<file path="src/design/scss_regs.vh">
`ifndef SCSS_REGS_VH
`define SCSS_REGS_VH
`define SCSS_CLK_NS 10
`define SCSS_PHASE_NS 2000
// Phase length in clocks, 2000 ns at 10 ns
`define SCSS_PHASE_CYC 20'h0_00C8
`define SCSS_GAP_CYC 20'h0_0001
`define SCSS_DISCHARGE_US 1000
// Discharge length in clocks, 1 ms at 10 ns
`define SCSS_DISCHARGE_CYC 20'h1_86A0
`define SCSS_CNT_W 24
`define SCSS_TMR_W 20
`define SCSS_SW_LIMIT 24'hFF_FFFF
`endif

</file>
<file path="src/design/scss_timer.v">
`timescale 1ns/10ps
// Down-counter flagging when a loaded interval has expired
module scss_timer (
   // Clock and reset
   input wire ref_clk,
   input wire rst,
   // Control
   input wire load,
   input wire [19:0] load_value,
   // Status
   output reg expired
);
   reg [19:0] count;
   always @(posedge ref_clk) begin
      if (rst) begin
         count <= 20'h0_0000;
         expired <= 1'b0;
      end else if (load) begin
         count <= load_value;
         expired <= 1'b0;
      end else if (count > 20'h0_0001) begin
         count <= count - 20'h0_0001;
      end else begin
         count <= 20'h0_0000;
         expired <= 1'b1;
      end
   end
endmodule

</file>
<file path="src/design/scss_sequencer.v">
`timescale 1ns/10ps
`include "scss_regs.vh"
module scss_sequencer #(
   parameter [19:0] DISCHARGE_CYC = `SCSS_DISCHARGE_CYC
) (
   // Clock and reset
   input wire ref_clk,
   input wire rst,
   // Control
   input wire start,
   // Comparator: high while integrator voltage above active reference
   input wire comparator_out,
   // Reference select: high picks upper_reference
   output reg ref_select_upper,
   // Sense-drive pin
   output reg sense_drive_pin_out,
   output reg sense_drive_pin_oe,
   // Comparator sense pin
   output reg comparator_sense_pin_oe,
   // Calibration resistor pin
   output reg cal_resistor_pin_out,
   output reg cal_resistor_pin_oe,
   // Integrator-low pin
   output reg integrator_low_pin_out,
   output reg integrator_low_pin_oe,
   // Switch clock and results
   output reg switch_clock,
   output reg busy,
   output reg done,
   output reg overflow,
   output reg [23:0] switching_count,
   output reg [23:0] calibration_count
);
   localparam [2:0] ST_IDLE = 3'h0;
   localparam [2:0] ST_DISCHARGE = 3'h1;
   localparam [2:0] ST_CHARGE = 3'h2;
   localparam [2:0] ST_GAP_A = 3'h3;
   localparam [2:0] ST_SHARE = 3'h4;
   localparam [2:0] ST_GAP_B = 3'h5;
   localparam [2:0] ST_CAL = 3'h6;
   localparam [19:0] PHASE_CYC = `SCSS_PHASE_CYC;
   localparam [19:0] GAP_CYC = `SCSS_GAP_CYC;

   reg [2:0] state;
   reg [2:0] next_state;
   reg [23:0] sw_cnt;
   reg [23:0] cal_cnt;
   reg tmr_load;
   reg [19:0] tmr_value;
   wire tmr_expired;

   // Pin pattern: {sense_oe, sense_out, cal_oe, low_oe}; driven outs are zero otherwise
   function [3:0] pin_pattern;
      input [2:0] st;
      begin
         case (st)
            ST_DISCHARGE: pin_pattern = 4'hB;
            ST_CHARGE: pin_pattern = 4'hC;
            ST_SHARE: pin_pattern = 4'h1;
            ST_CAL: pin_pattern = 4'h3;
            default: pin_pattern = 4'h0;
         endcase
      end
   endfunction

   scss_timer u_timer (
      .ref_clk(ref_clk),
      .rst(rst),
      .load(tmr_load),
      .load_value(tmr_value),
      .expired(tmr_expired)
   );

   // Sequencing
   always @* begin
      next_state = state;
      tmr_load = 1'b0;
      tmr_value = PHASE_CYC;
      case (state)
         ST_IDLE: begin
            if (start) begin
               next_state = ST_DISCHARGE;
               tmr_load = 1'b1;
               tmr_value = DISCHARGE_CYC;
            end
         end
         ST_DISCHARGE: begin
            if (tmr_expired) begin
               next_state = ST_GAP_B;
               tmr_load = 1'b1;
               tmr_value = GAP_CYC;
            end
         end
         ST_CHARGE: begin
            if (tmr_expired) begin
               next_state = ST_GAP_A;
               tmr_load = 1'b1;
               tmr_value = GAP_CYC;
            end
         end
         ST_GAP_A: begin
            if (tmr_expired) begin
               next_state = ST_SHARE;
               tmr_load = 1'b1;
            end
         end
         ST_SHARE: begin
            if (tmr_expired) begin
               next_state = ST_GAP_B;
               tmr_load = 1'b1;
               tmr_value = GAP_CYC;
            end
         end
         ST_GAP_B: begin
            if (busy && sw_cnt != 24'h00_0000 && comparator_out) begin
               next_state = ST_CAL;
            end else if (sw_cnt == `SCSS_SW_LIMIT) begin
               next_state = ST_IDLE;
            end else if (tmr_expired) begin
               next_state = ST_CHARGE;
               tmr_load = 1'b1;
            end
         end
         ST_CAL: begin
            if (!comparator_out || cal_cnt == `SCSS_SW_LIMIT) begin
               next_state = ST_IDLE;
            end
         end
         default: next_state = ST_IDLE;
      endcase
   end

   // Run events
   wire run_start;
   wire share_end;
   wire cal_enter;
   wire run_end;
   wire cal_finished;
   wire [3:0] next_pins;
   wire next_sense_oe;
   wire next_sense_out;
   wire next_cal_oe;
   wire next_low_oe;

   assign run_start = (state == ST_IDLE) && start;
   assign share_end = (state == ST_SHARE) && tmr_expired;
   assign cal_enter = (state == ST_GAP_B) && (next_state == ST_CAL);
   assign run_end = (state != ST_IDLE) && (next_state == ST_IDLE);
   assign cal_finished = (state == ST_CAL) && !comparator_out;
   assign next_pins = pin_pattern(next_state);
   assign next_sense_oe = next_pins[3];
   assign next_sense_out = next_pins[2];
   assign next_cal_oe = next_pins[1];
   assign next_low_oe = next_pins[0];

   // State register
   always @(posedge ref_clk) begin
      if (rst) begin
         state <= ST_IDLE;
      end else begin
         state <= next_state;
      end
   end

   // Whole switching periods
   always @(posedge ref_clk) begin
      if (rst) begin
         sw_cnt <= 24'h00_0000;
      end else if (run_start) begin
         sw_cnt <= 24'h00_0000;
      end else if (share_end) begin
         sw_cnt <= sw_cnt + 24'h00_0001;
      end
   end

   // Clocks spent in calibration
   always @(posedge ref_clk) begin
      if (rst) begin
         cal_cnt <= 24'h00_0000;
      end else if (run_start) begin
         cal_cnt <= 24'h00_0000;
      end else if (state == ST_CAL) begin
         cal_cnt <= cal_cnt + 24'h00_0001;
      end
   end

   // Measurement running
   always @(posedge ref_clk) begin
      if (rst) begin
         busy <= 1'b0;
      end else if (run_start) begin
         busy <= 1'b1;
      end else if (run_end) begin
         busy <= 1'b0;
      end
   end

   // End of run pulse
   always @(posedge ref_clk) begin
      if (rst) begin
         done <= 1'b0;
      end else begin
         done <= run_end;
      end
   end

   // Run ended at the count limit
   always @(posedge ref_clk) begin
      if (rst) begin
         overflow <= 1'b0;
      end else if (run_start) begin
         overflow <= 1'b0;
      end else if (run_end && !cal_finished) begin
         overflow <= 1'b1;
      end
   end

   // Switching result
   always @(posedge ref_clk) begin
      if (rst) begin
         switching_count <= 24'h00_0000;
      end else if (cal_enter) begin
         switching_count <= sw_cnt;
      end
   end

   // Calibration result, last clock included
   always @(posedge ref_clk) begin
      if (rst) begin
         calibration_count <= 24'h00_0000;
      end else if (run_end && cal_finished) begin
         calibration_count <= cal_cnt + 24'h00_0001;
      end
   end

   // Upper reference except during calibration
   always @(posedge ref_clk) begin
      if (rst) begin
         ref_select_upper <= 1'b1;
      end else if (run_start) begin
         ref_select_upper <= 1'b1;
      end else if (cal_enter) begin
         ref_select_upper <= 1'b0;
      end else if (run_end) begin
         ref_select_upper <= 1'b1;
      end
   end

   // Switch clock high over charge and its gap
   always @(posedge ref_clk) begin
      if (rst) begin
         switch_clock <= 1'b0;
      end else begin
         switch_clock <= (next_state == ST_CHARGE) || (next_state == ST_GAP_A);
      end
   end

   // Sense-drive pin enable
   always @(posedge ref_clk) begin
      if (rst) begin
         sense_drive_pin_oe <= 1'b0;
      end else begin
         sense_drive_pin_oe <= next_sense_oe;
      end
   end

   // Sense-drive pin level
   always @(posedge ref_clk) begin
      if (rst) begin
         sense_drive_pin_out <= 1'b0;
      end else begin
         sense_drive_pin_out <= next_sense_out;
      end
   end

   // Comparator sense pin never driven
   always @(posedge ref_clk) begin
      if (rst) begin
         comparator_sense_pin_oe <= 1'b0;
      end else begin
         comparator_sense_pin_oe <= 1'b0;
      end
   end

   // Calibration resistor pin enable
   always @(posedge ref_clk) begin
      if (rst) begin
         cal_resistor_pin_oe <= 1'b0;
      end else begin
         cal_resistor_pin_oe <= next_cal_oe;
      end
   end

   // Calibration resistor pin only ever pulls low
   always @(posedge ref_clk) begin
      if (rst) begin
         cal_resistor_pin_out <= 1'b0;
      end else begin
         cal_resistor_pin_out <= 1'b0;
      end
   end

   // Integrator-low pin enable
   always @(posedge ref_clk) begin
      if (rst) begin
         integrator_low_pin_oe <= 1'b0;
      end else begin
         integrator_low_pin_oe <= next_low_oe;
      end
   end

   // Integrator-low pin only ever pulls low
   always @(posedge ref_clk) begin
      if (rst) begin
         integrator_low_pin_out <= 1'b0;
      end else begin
         integrator_low_pin_out <= 1'b0;
      end
   end
endmodule

</file>
<file path="config.mk">
export PLATFORM = sky130hd
export DESIGN_NAME = scss_sequencer
export DESIGN_NICKNAME = d
export VERILOG_FILES = /design/src/design/scss_timer.v /design/src/design/scss_sequencer.v
export VERILOG_INCLUDE_DIRS = /design/src /design/src/design
export SDC_FILE = /design/constraint.sdc
export NUM_CORES = 1
export LEC_CHECK = 0
export BUFFER_PORTS_ARGS = -buffer_cell sky130_fd_sc_hd__buf_2
export CORE_UTILIZATION = 45
export CTS_BUF_LIST = sky130_fd_sc_hd__clkbuf_4 sky130_fd_sc_hd__clkbuf_8 sky130_fd_sc_hd__clkbuf_16
export DETAILED_ROUTE_END_ITERATION = 12
export HOLD_SLACK_MARGIN = 0.06
export PLACE_DENSITY = 0.68
export SYNTH_ARGS = -nofsm -noshare
export SYNTH_HDL_FRONTEND = slang
export SYNTH_SLANG_ARGS = --single-unit
</file>
<file path="constraint.sdc">
create_clock -name ref_clk -period 4.3 [get_ports ref_clk]
set_input_delay 0.86 -clock ref_clk [delete_from_list [all_inputs] [get_ports ref_clk]]
set_output_delay 0.86 -clock ref_clk [all_outputs]
set_load 0.05 [all_outputs]
</file>
Word level (Yosys, flattened, before mapping)
Cells that the tools add are included.
{"block": "totals", "output_inout_bits": 60, "regBits": 129, "word_cells": 81}
{"block": "op_classes", "addsub": 3, "order_cmp": 1, "eq_ne": 13, "mux": 24, "n_reduce_logical": 24}
{"operator": "24-bit by 1-bit adder with 24-bit output (second input constant)", "count": 2}
{"operator": "24-bit == test (second input constant)", "count": 2}
{"operator": "20-bit two-way mux", "count": 2}
{"operator": "17-bit one-hot mux with 2 select lines", "count": 1}
{"operator": "3-bit two-way mux", "count": 8}
{"operator": "24-bit nonzero test", "count": 1}
{"operator": "20-bit by 1-bit > comparator with 1-bit output (second input constant)", "count": 1}
{"operator": "20-bit by 1-bit subtractor with 20-bit output (second input constant)", "count": 1}
{"operator": "3-bit one-hot mux with 6 select lines", "count": 1}
{"operator": "17-bit two-way mux", "count": 1}
{"operator": "4-bit one-hot mux with 4 select lines", "count": 1}
{"operator": "3-bit == test (second input constant)", "count": 5}
{"operator": "3-bit by 2-bit == test with 1-bit output (second input constant)", "count": 4}
{"operator": "1-bit logical AND", "count": 9}
{"operator": "1-bit two-way mux", "count": 8}
{"operator": "8-bit two-way mux", "count": 1}
{"operator": "3-bit by 1-bit == test with 1-bit output (second input constant)", "count": 2}
{"operator": "3-bit zero test", "count": 2}
{"operator": "2-bit OR reduction", "count": 3}
{"operator": "2-bit nonzero test", "count": 2}
{"operator": "4-bit OR reduction", "count": 1}
{"operator": "1-bit one-hot mux with 3 select lines", "count": 1}
{"operator": "3-bit nonzero test", "count": 1}
{"operator": "3-bit OR reduction", "count": 1}
{"operator": "other kinds (2)", "count": 4}

Longest topological paths before layout
Gate-level depths: netlist of run 1.
{"block": "logic_depth", "word_depth": 9, "depth_mapped": 10, "ltp_nobuf": 8}

By module
Synthesis of run 1 repeated with hierarchy kept, for this count alone.
{"block": "unflattened", "hier_cells": 694, "area_unflattened_um2": 6007.0}
{"mod": "scss_sequencer", "cells_per_inst": 553, "instances": 1, "area_per_inst_um2": 4843.4, "seq_area_each_um2": 2162.1}
{"mod": "scss_timer", "cells_per_inst": 141, "instances": 1, "area_per_inst_um2": 1163.6, "seq_area_each_um2": 420.4}

Worst setup path after synthesis of run 1
OpenSTA, ideal clock, no wires.
{"block": "synth_path", "path_kind": "reg2reg", "startpoint": "register cal_cnt[0]", "endpoint": "register overflow", "synth_period_minus_slack_ns": 2.177, "path_buffers": 0, "slack_ns": 2.123, "t_arrival_ns": 2.090, "stages_incl_launch_ff": 8, "path_cell_list": "dfxtp_1 ha_1 nand3_1 nor3_2 a41oi_1 a31oi_1 o2111ai_1 o31ai_1"}
{"block": "synth_via", "elab_chain_len": 7}
{"item": "from (decl)", "line": "scss_sequencer.v:47", "text": "reg [23:0] cal_cnt;"}
{"item": "from (signal assigned)", "line": "scss_sequencer.v:183", "text": "cal_cnt <= cal_cnt + 24'h00_0001;"}
{"item": "24-bit == test (no line)"}
{"item": "1-bit logical OR (no line)"}
{"item": "3-bit two-way mux", "line": "scss_sequencer.v:125", "text": "if (!comparator_out || cal_cnt == `SCSS_SW_LIMIT) begin"}
{"item": "3-bit one-hot mux with 6 select lines", "line": "scss_sequencer.v:79", "text": "case (state)"}
{"item": "3-bit zero test", "line": "scss_sequencer.v:148", "text": "assign run_end = (state != ST_IDLE) && (next_state == ST_IDLE);"}
{"item": "1-bit logical AND", "line": "scss_sequencer.v:148"}
{"item": "1-bit logical AND", "line": "scss_sequencer.v:213", "text": "end else if (run_end && !cal_finished) begin"}
{"item": "to (signal assigned)", "line": "scss_sequencer.v:210", "text": "overflow <= 1'b0;"}
{"item": "to (signal assigned)", "line": "scss_sequencer.v:212", "text": "overflow <= 1'b0;"}
{"item": "to (signal assigned)", "line": "scss_sequencer.v:214", "text": "overflow <= 1'b1;"}
{"item": "to (decl)", "line": "scss_sequencer.v:30", "text": "output reg overflow,"}
Every way passes these cells.
A chain may end at the register's enable or synchronous reset.

Final worst setup path of run 1
{"block": "layout_path", "startpoint": "register cal_cnt[0]", "endpoint": "register sense_drive_pin_out"}
{"block": "layout_via", "elab_chain_len": 6, "word_cells_on_any_way": 9, "cone_classes": "eq/ne: 5; mux: 3; reduce/logical: 1"}
{"item": "24-bit == test (no line) *"}
{"item": "1-bit logical OR (no line) *"}
{"item": "3-bit two-way mux *", "line": "scss_sequencer.v:125"}
{"item": "3-bit one-hot mux with 6 select lines *", "line": "scss_sequencer.v:79"}
{"item": "3-bit == test, or another cell as far along", "line": "scss_sequencer.v:56", "text": "case (st)"}
{"item": "4-bit one-hot mux with 4 select lines *", "line": "scss_sequencer.v:56"}
{"item": "to (signal assigned)", "line": "scss_sequencer.v:272", "text": "sense_drive_pin_out <= next_sense_out;"}
{"item": "to (decl)", "line": "scss_sequencer.v:16", "text": "output reg sense_drive_pin_out,"}
Every way passes the cells marked *; elsewhere a longest branch is shown, timed or not.

==> results of run 1 <==
==> worst reg2reg max path: cells and delay by family (launching register included) <==
| family | cells | cell delay [ns] |
|---|---|---|
| flops | 1 | 0.40 |
| fa+ha+maj | 1 | 0.23 |
| compound gates | 2 | 0.83 |
| simple gates | 4 | 1.33 |
==> worst min path at each step <==
stage                                   start                   to  slack, ns  depth (start not counted)
after detailed placement             overflow             overflow       0.46                          2
final                                overflow             overflow       0.47                          2
after CTS                            overflow             overflow       0.47                          2
after global routing      switching_count[18]  switching_count[18]       0.51                          2
after floorplan                    cal_cnt[1]           cal_cnt[1]       0.46                          2
after global placement     switching_count[0]   switching_count[0]       0.47                          2
==> cell usage after synthesis, types with 3 or more instances <==
cell and n:
nor4_1 6, and2_1 3, clkbuf_1 22, nand4_1 12, and4_1 4, dfxtp_1 129, nand2_1 42, mux2i_1 22
nor2_1 131, nand2b_1 6, inv_1 10, or4_1 5, buf_6 3, nor3_1 13, buf_2 7, buf_4 4
and3_1 12, a211oi_1 23, or4_4 3, xnor2_1 28, nand3_1 23, a21oi_1 23, or3_1 9, ha_1 5
o21ai_0 15, o22ai_1 3, or2_2 3, xor2_1 54
==> logic make-up after synthesis <==
logic type | share of synthesized area (%)
buffers and inverters | 4.42
multiplexers | 3.76
AO/OA/AOI/OAI | 9.62
AND/OR/NAND/NOR | 24.7
adder cells (fa/ha/maj) | 1.07
flip-flops | 44.1
XOR/XNOR | 12.3
other | 0.0640
==> metrics by stage <==
| stage | cell area [um2] | std cells | worst slack, ns | hold WS, ns |
|---|---|---|---|---|
| after CTS | 6810 | 890 | 1.41 | 0.469 |
| after detailed placement | 6190 | 859 | 1.43 | 0.463 |
| after global routing | 6810 | 890 | 1.15 | 0.507 |
| after global placement | 6190 | 859 | 1.49 | 0.467 |
| final | 6810 | 890 | 1.40 | 0.472 |
| after floorplan | 5860 | 664 | 2.12 | 0.463 |
==> power by group <==
| part | switching, mW | total, mW | internal, mW |
|---|---|---|---|
| registers | 0.101 | 1.39 | 1.29 |
| clock network | 0.489 | 1.49 | 1.00 |
| logic | 0.402 | 0.678 | 0.276 |
| total | 0.992 | 3.56 | 2.57 |
==> routing by layer <==
layer  share of wire (%)  GRT usage (%)  routed length (um)
met5                   0              0                   0
met4                 1.2           6.75                 148
met3                 4.5           6.33                 550
met2                  47           29.5                5670
met1                  47           25.2                5740
==> layout make-up <==
type | count | area share [%]
clock buffer | 26 | 7.61
clock inverter | 5 | 1.47
inverter | 10 | 0.551
multi-input combinational | 484 | 44.4
sequential | 129 | 37.9
tap | 172 | 3.16
timing repair buffer | 64 | 4.85
==> flip-flops by register name (all words and copies together) (netlist names) <==
name,count
ref_select_upper,1
switching_count,24
sw_cnt,24
state,3
u_timer.count,20
done,1
integrator_low_pin_oe,1
sense_drive_pin_out,1
sense_drive_pin_oe,1
u_timer.expired,1
switch_clock,1
calibration_count,24
overflow,1
cal_resistor_pin_oe,1
cal_cnt,24
busy,1
==> impl_metrics.tcl, run 1 <==
set metrics [dict create \
    place_hpwl_um 8360 \
    row_count 41 \
    clk_path_buf_depth 2 \
    synthFlopType "dfxtp_1" \
    drt_wl_total_um 12100 \
    r2r-start "cal_cnt[0]" \
    clock.fmax_ghz 0.345 \
    die_area_um2 13500 \
    dr.pass1.iters 5 \
    viasPerCell 5.16 \
    end_kind "flop" \
    cp_slowest_cell "nor3_2" \
    numPortBuffers 60 \
    yosysTopAreaCellShare_pct 44.1 \
    cellLeakagePower_nw 2.74 \
    grt_overflow_total 0 \
    reg2reg_slack_ns 1.40 \
    synth_area_um2 5860 \
    cp.required_ns 4.60 \
    crit_buf_inv 0 \
    setup.worst_path.end "sense_drive_pin_out" \
    power_density_nw_per_um2 523 \
    grt_max_degree 66 \
    final_cell_mix "nor2_1, dfxtp_1, buf_2" \
    async_flop_share_pct 0 \
    finalMaxSlewViolations 0 \
    drt_iter0_markers 210 \
    fin_skew_ns 0.00837 \
    htree_levels 4 \
    hold_path_class "reg -> reg" \
    worstPathMaxFanout 9 \
    max-vdd-ir-drop_uv 261 \
    ys_seq_area_share_pct 44.1 \
    synth.avg_cell_area_um2 8.85 \
    yosysWarnings 0 \
    num-fill-cells 1152 \
    path_delay_family "simple AND/OR/NAND/NOR gates" \
    root_buffer "clkbuf_16" \
    yosysTopAreaCell "dfxtp_1" \
    final.setup.tns_ns 0 \
    path_clk_slew_ns 0.05 \
    routedWlPerCell_um 13.6 \
    status "complete, no violations" \
    max-cap-violations 0 \
    synth_cells 662 \
    clk_latency_ns 0.42 \
    diodes 0 \
    multi_input_area_um2 3020 \
    post_cts_resized 0 \
    antenna_found_initial 0 \
    final_nets 715 \
    layout_commonest_cell "nor2_1" \
    cts_setup_buffers 0 \
    ios 64 \
    die_h_um 116 \
    tightestPinTransition_ns 0.970 \
    drtAntennaViolNets 0 \
    yosys-top-cells-area "dfxtp_1, nor2_1, xor2_1" \
    period_share_pct 67.4 \
    reg2regPathDepth 7 \
    seq_area_um2 2580 \
    setup_viol 0 \
    cts_tree "built" \
    die_width_um 116 \
    drc 0 \
    cts-hold-fix-buffers 0 \
    rr_endpoint "sense_drive_pin_out" \
    area_growth_syn_to_layout_pct 16.3 \
    gp_congestion 0.816 \
    crit_arrival_ns 3.20 \
    slew_headroom_pct 35.3 \
    finalPower_mw 3.56 \
    crit_path_start "cal_cnt[0]" \
    period_minus_slack_ns 2.90 \
    post-route-util_pct 53.7 \
    core_area_um2 12700 \
    grt_pass1_wl_um 20200 \
    hold_viol 0 \
    rsz0062_at_grt "no" \
    vias 4591 \
    initial_utilization_pct 46.2 \
    cts_buffers 17 \
    max_stage_delay_ns 0.60 \
    cp_cell_sequence "ha_1 > nand3_1 > nor3_2 > a41oi_1 > a31oi_1 > nand2_4 > nor4_2" \
    globalRouteTotalUtil_pct 19.2 \
    first_global_vias 4208 \
    synth-seq-cells 129 \
    path_depth 7 \
    startpoint_type "flop" \
    drive_above_1_share_pct 16.7 \
    yosysUniqueCellTypes 60 \
    critical_path_class "reg -> reg" \
    cts_num_sinks 129 \
    synth_edf_count 0 \
]
(Power assumes the default switching activity.)
==> run 2, diff against run 1 <==
==> constraint.sdc (replaced) <==
create_clock -name ref_clk -period 3 [get_ports ref_clk]
set_input_delay 0.6 -clock ref_clk [delete_from_list [all_inputs] [get_ports ref_clk]]
set_output_delay 0.6 -clock ref_clk [all_outputs]
set_load 0.05 [all_outputs]
==> impl_metrics.tcl, run 2 (synthesized netlist as in run 1, its figures left out) <==
set metrics [dict create \
    holdPathEnd "overflow" \
    power_density_nw_per_um2 725 \
    drc 0 \
    cts_tree "built" \
    setup_viol 0 \
    hold_viol 0 \
    core_area_um2 12700 \
    final.setup.tns_ns 0 \
    finalMaxSlewViolations 0 \
    ios 64 \
    vias 4676 \
    place_hpwl_um 8320 \
    grt_overflow_total 0 \
    hold_depth 2 \
    max-vdd-ir-drop_uv 436 \
    grt_pass1_wl_um 20500 \
    cp.required_ns 3.31 \
    diodes 0 \
    max-cap-violations 0 \
    dr.pass1.iters 5 \
    reg2regPathDepth 6 \
    cp_slowest_cell "nor4_1" \
    layout_commonest_cell "nor2_1" \
    routedWlPerCell_um 13.6 \
    path_clk_slew_ns 0.05 \
    htree_levels 4 \
    first_global_vias 4398 \
    r2r-start "sw_cnt[15]" \
    die_area_um2 13500 \
    cp_cell_sequence "nand2_1 > or3_4 > nor4_1 > o31a_2 > o211ai_4 > o21ai_0" \
    post_cts_resized 0 \
    tightestPinTransition_ns 0.778 \
    rsz0062_at_grt "no" \
    startpoint_type "flop" \
    drt_iter0_markers 214 \
    initial_utilization_pct 46.2 \
    min_from "overflow" \
    cts_num_sinks 129 \
    gp_congestion 0.859 \
    antenna_found_initial 0 \
    fin_skew_ns 0.0101 \
    status "complete, no violations" \
    clk_latency_ns 0.41 \
    row_count 41 \
    cts-hold-fix-buffers 0 \
    num-fill-cells 1164 \
    slew_headroom_pct 48.1 \
    clk_path_buf_depth 2 \
    drtAntennaViolNets 0 \
    drt_wl_total_um 12200 \
    grt_max_degree 66 \
    root_buffer "clkbuf_16" \
    max_stage_delay_ns 0.57 \
    reg2reg_slack_ns 0.56 \
    end_kind "flop" \
    whs_ns 0.454 \
    viasPerCell 5.24 \
    period_minus_slack_ns 2.44 \
    period_share_pct 81.5 \
    cts_setup_buffers 0 \
    area_growth_syn_to_layout_pct 15.7 \
    numPortBuffers 60 \
    drive_above_1_share_pct 16.9 \
    final_nets 718 \
    cellLeakagePower_nw 2.73 \
    crit_arrival_ns 2.76 \
    clock.fmax_ghz 0.409 \
    hold_path_class "reg -> reg" \
    cts_buffers 17 \
    final_cell_mix "nor2_1, dfxtp_1, buf_2" \
    worstPathMaxFanout 17 \
    rr_endpoint "u_timer.count[10]" \
    globalRouteTotalUtil_pct 19.4 \
    die_h_um 116 \
    critical_path_class "reg -> reg" \
    die_width_um 116 \
]
run 2: cell count changes in the layout (fill, tap and decap cells not counted), sizes merged:
cell,delta
clkbuf,-2
clkinv,+3
bufinv,-2
buf,+3
run 2: worst max path at each step:
stage	from	endpoint	slack, ns	cells past startpoint
6_report	sw_cnt[15]	u_timer.count[10]	0.56	6
3_3_place_gp	sw_cnt[15]	integrator_low_pin_oe	0.68	6
4_1_cts	cal_cnt[0]	sense_drive_pin_out	0.57	8
2_1_floorplan	cal_cnt[0]	overflow	0.82	7
3_5_place_dp	cal_cnt[0]	sense_drive_pin_out	0.58	8
5_1_grt	cal_cnt[0]	sense_drive_pin_out	0.35	8
run 2: metal layers:
metal,global-route usage [%],wire [um]
met1,24.7,5670
met2,31.3,5860
met3,5.65,573
met4,6.84,68
met5,0,0
run 2: cell type report:
type                    count  area (um2)  share of cell area (%)
multi-input cells         484        3020                    44.6
inverters                  10        37.5                   0.554
flip-flops and latches    129        2580                    38.1
well taps                 172         215                    3.18
clock inverters             6        55.1                   0.812
clock buffers              24         509                    7.51
repair buffers             67         353                    5.21
run 2: through the flow:
step / cell area (um2) / setup WS [ns] / cells / util [%] / total power [mW]
finish: 6780 / 0.555 / 892 / 53.5 / 4.91
global route: 6780 / 0.347 / 892 / 53.5 / 5.15
CTS: 6780 / 0.565 / 892 / 53.5 / 4.96
detailed placement: 6210 / 0.581 / 862 / 49.0 / 2.99
global placement: 6210 / 0.682 / 862 / 49.0 / 2.96
floorplan: 5860 / 0.823 / 664 / - / 2.84
run 2: critical path: cells and delay by family (launching register included):
family	cells	cell delay, ns
AND/OR/NAND/NOR	3	1.16
AO/OA/AOI/OAI	3	0.73
flip-flops	1	0.45
run 2: report_power, final:
group	internal (mW)	switching [mW]
clock	1.25	0.691
sequential	1.85	0.151
combinational	0.396	0.575
total	3.50	1.42
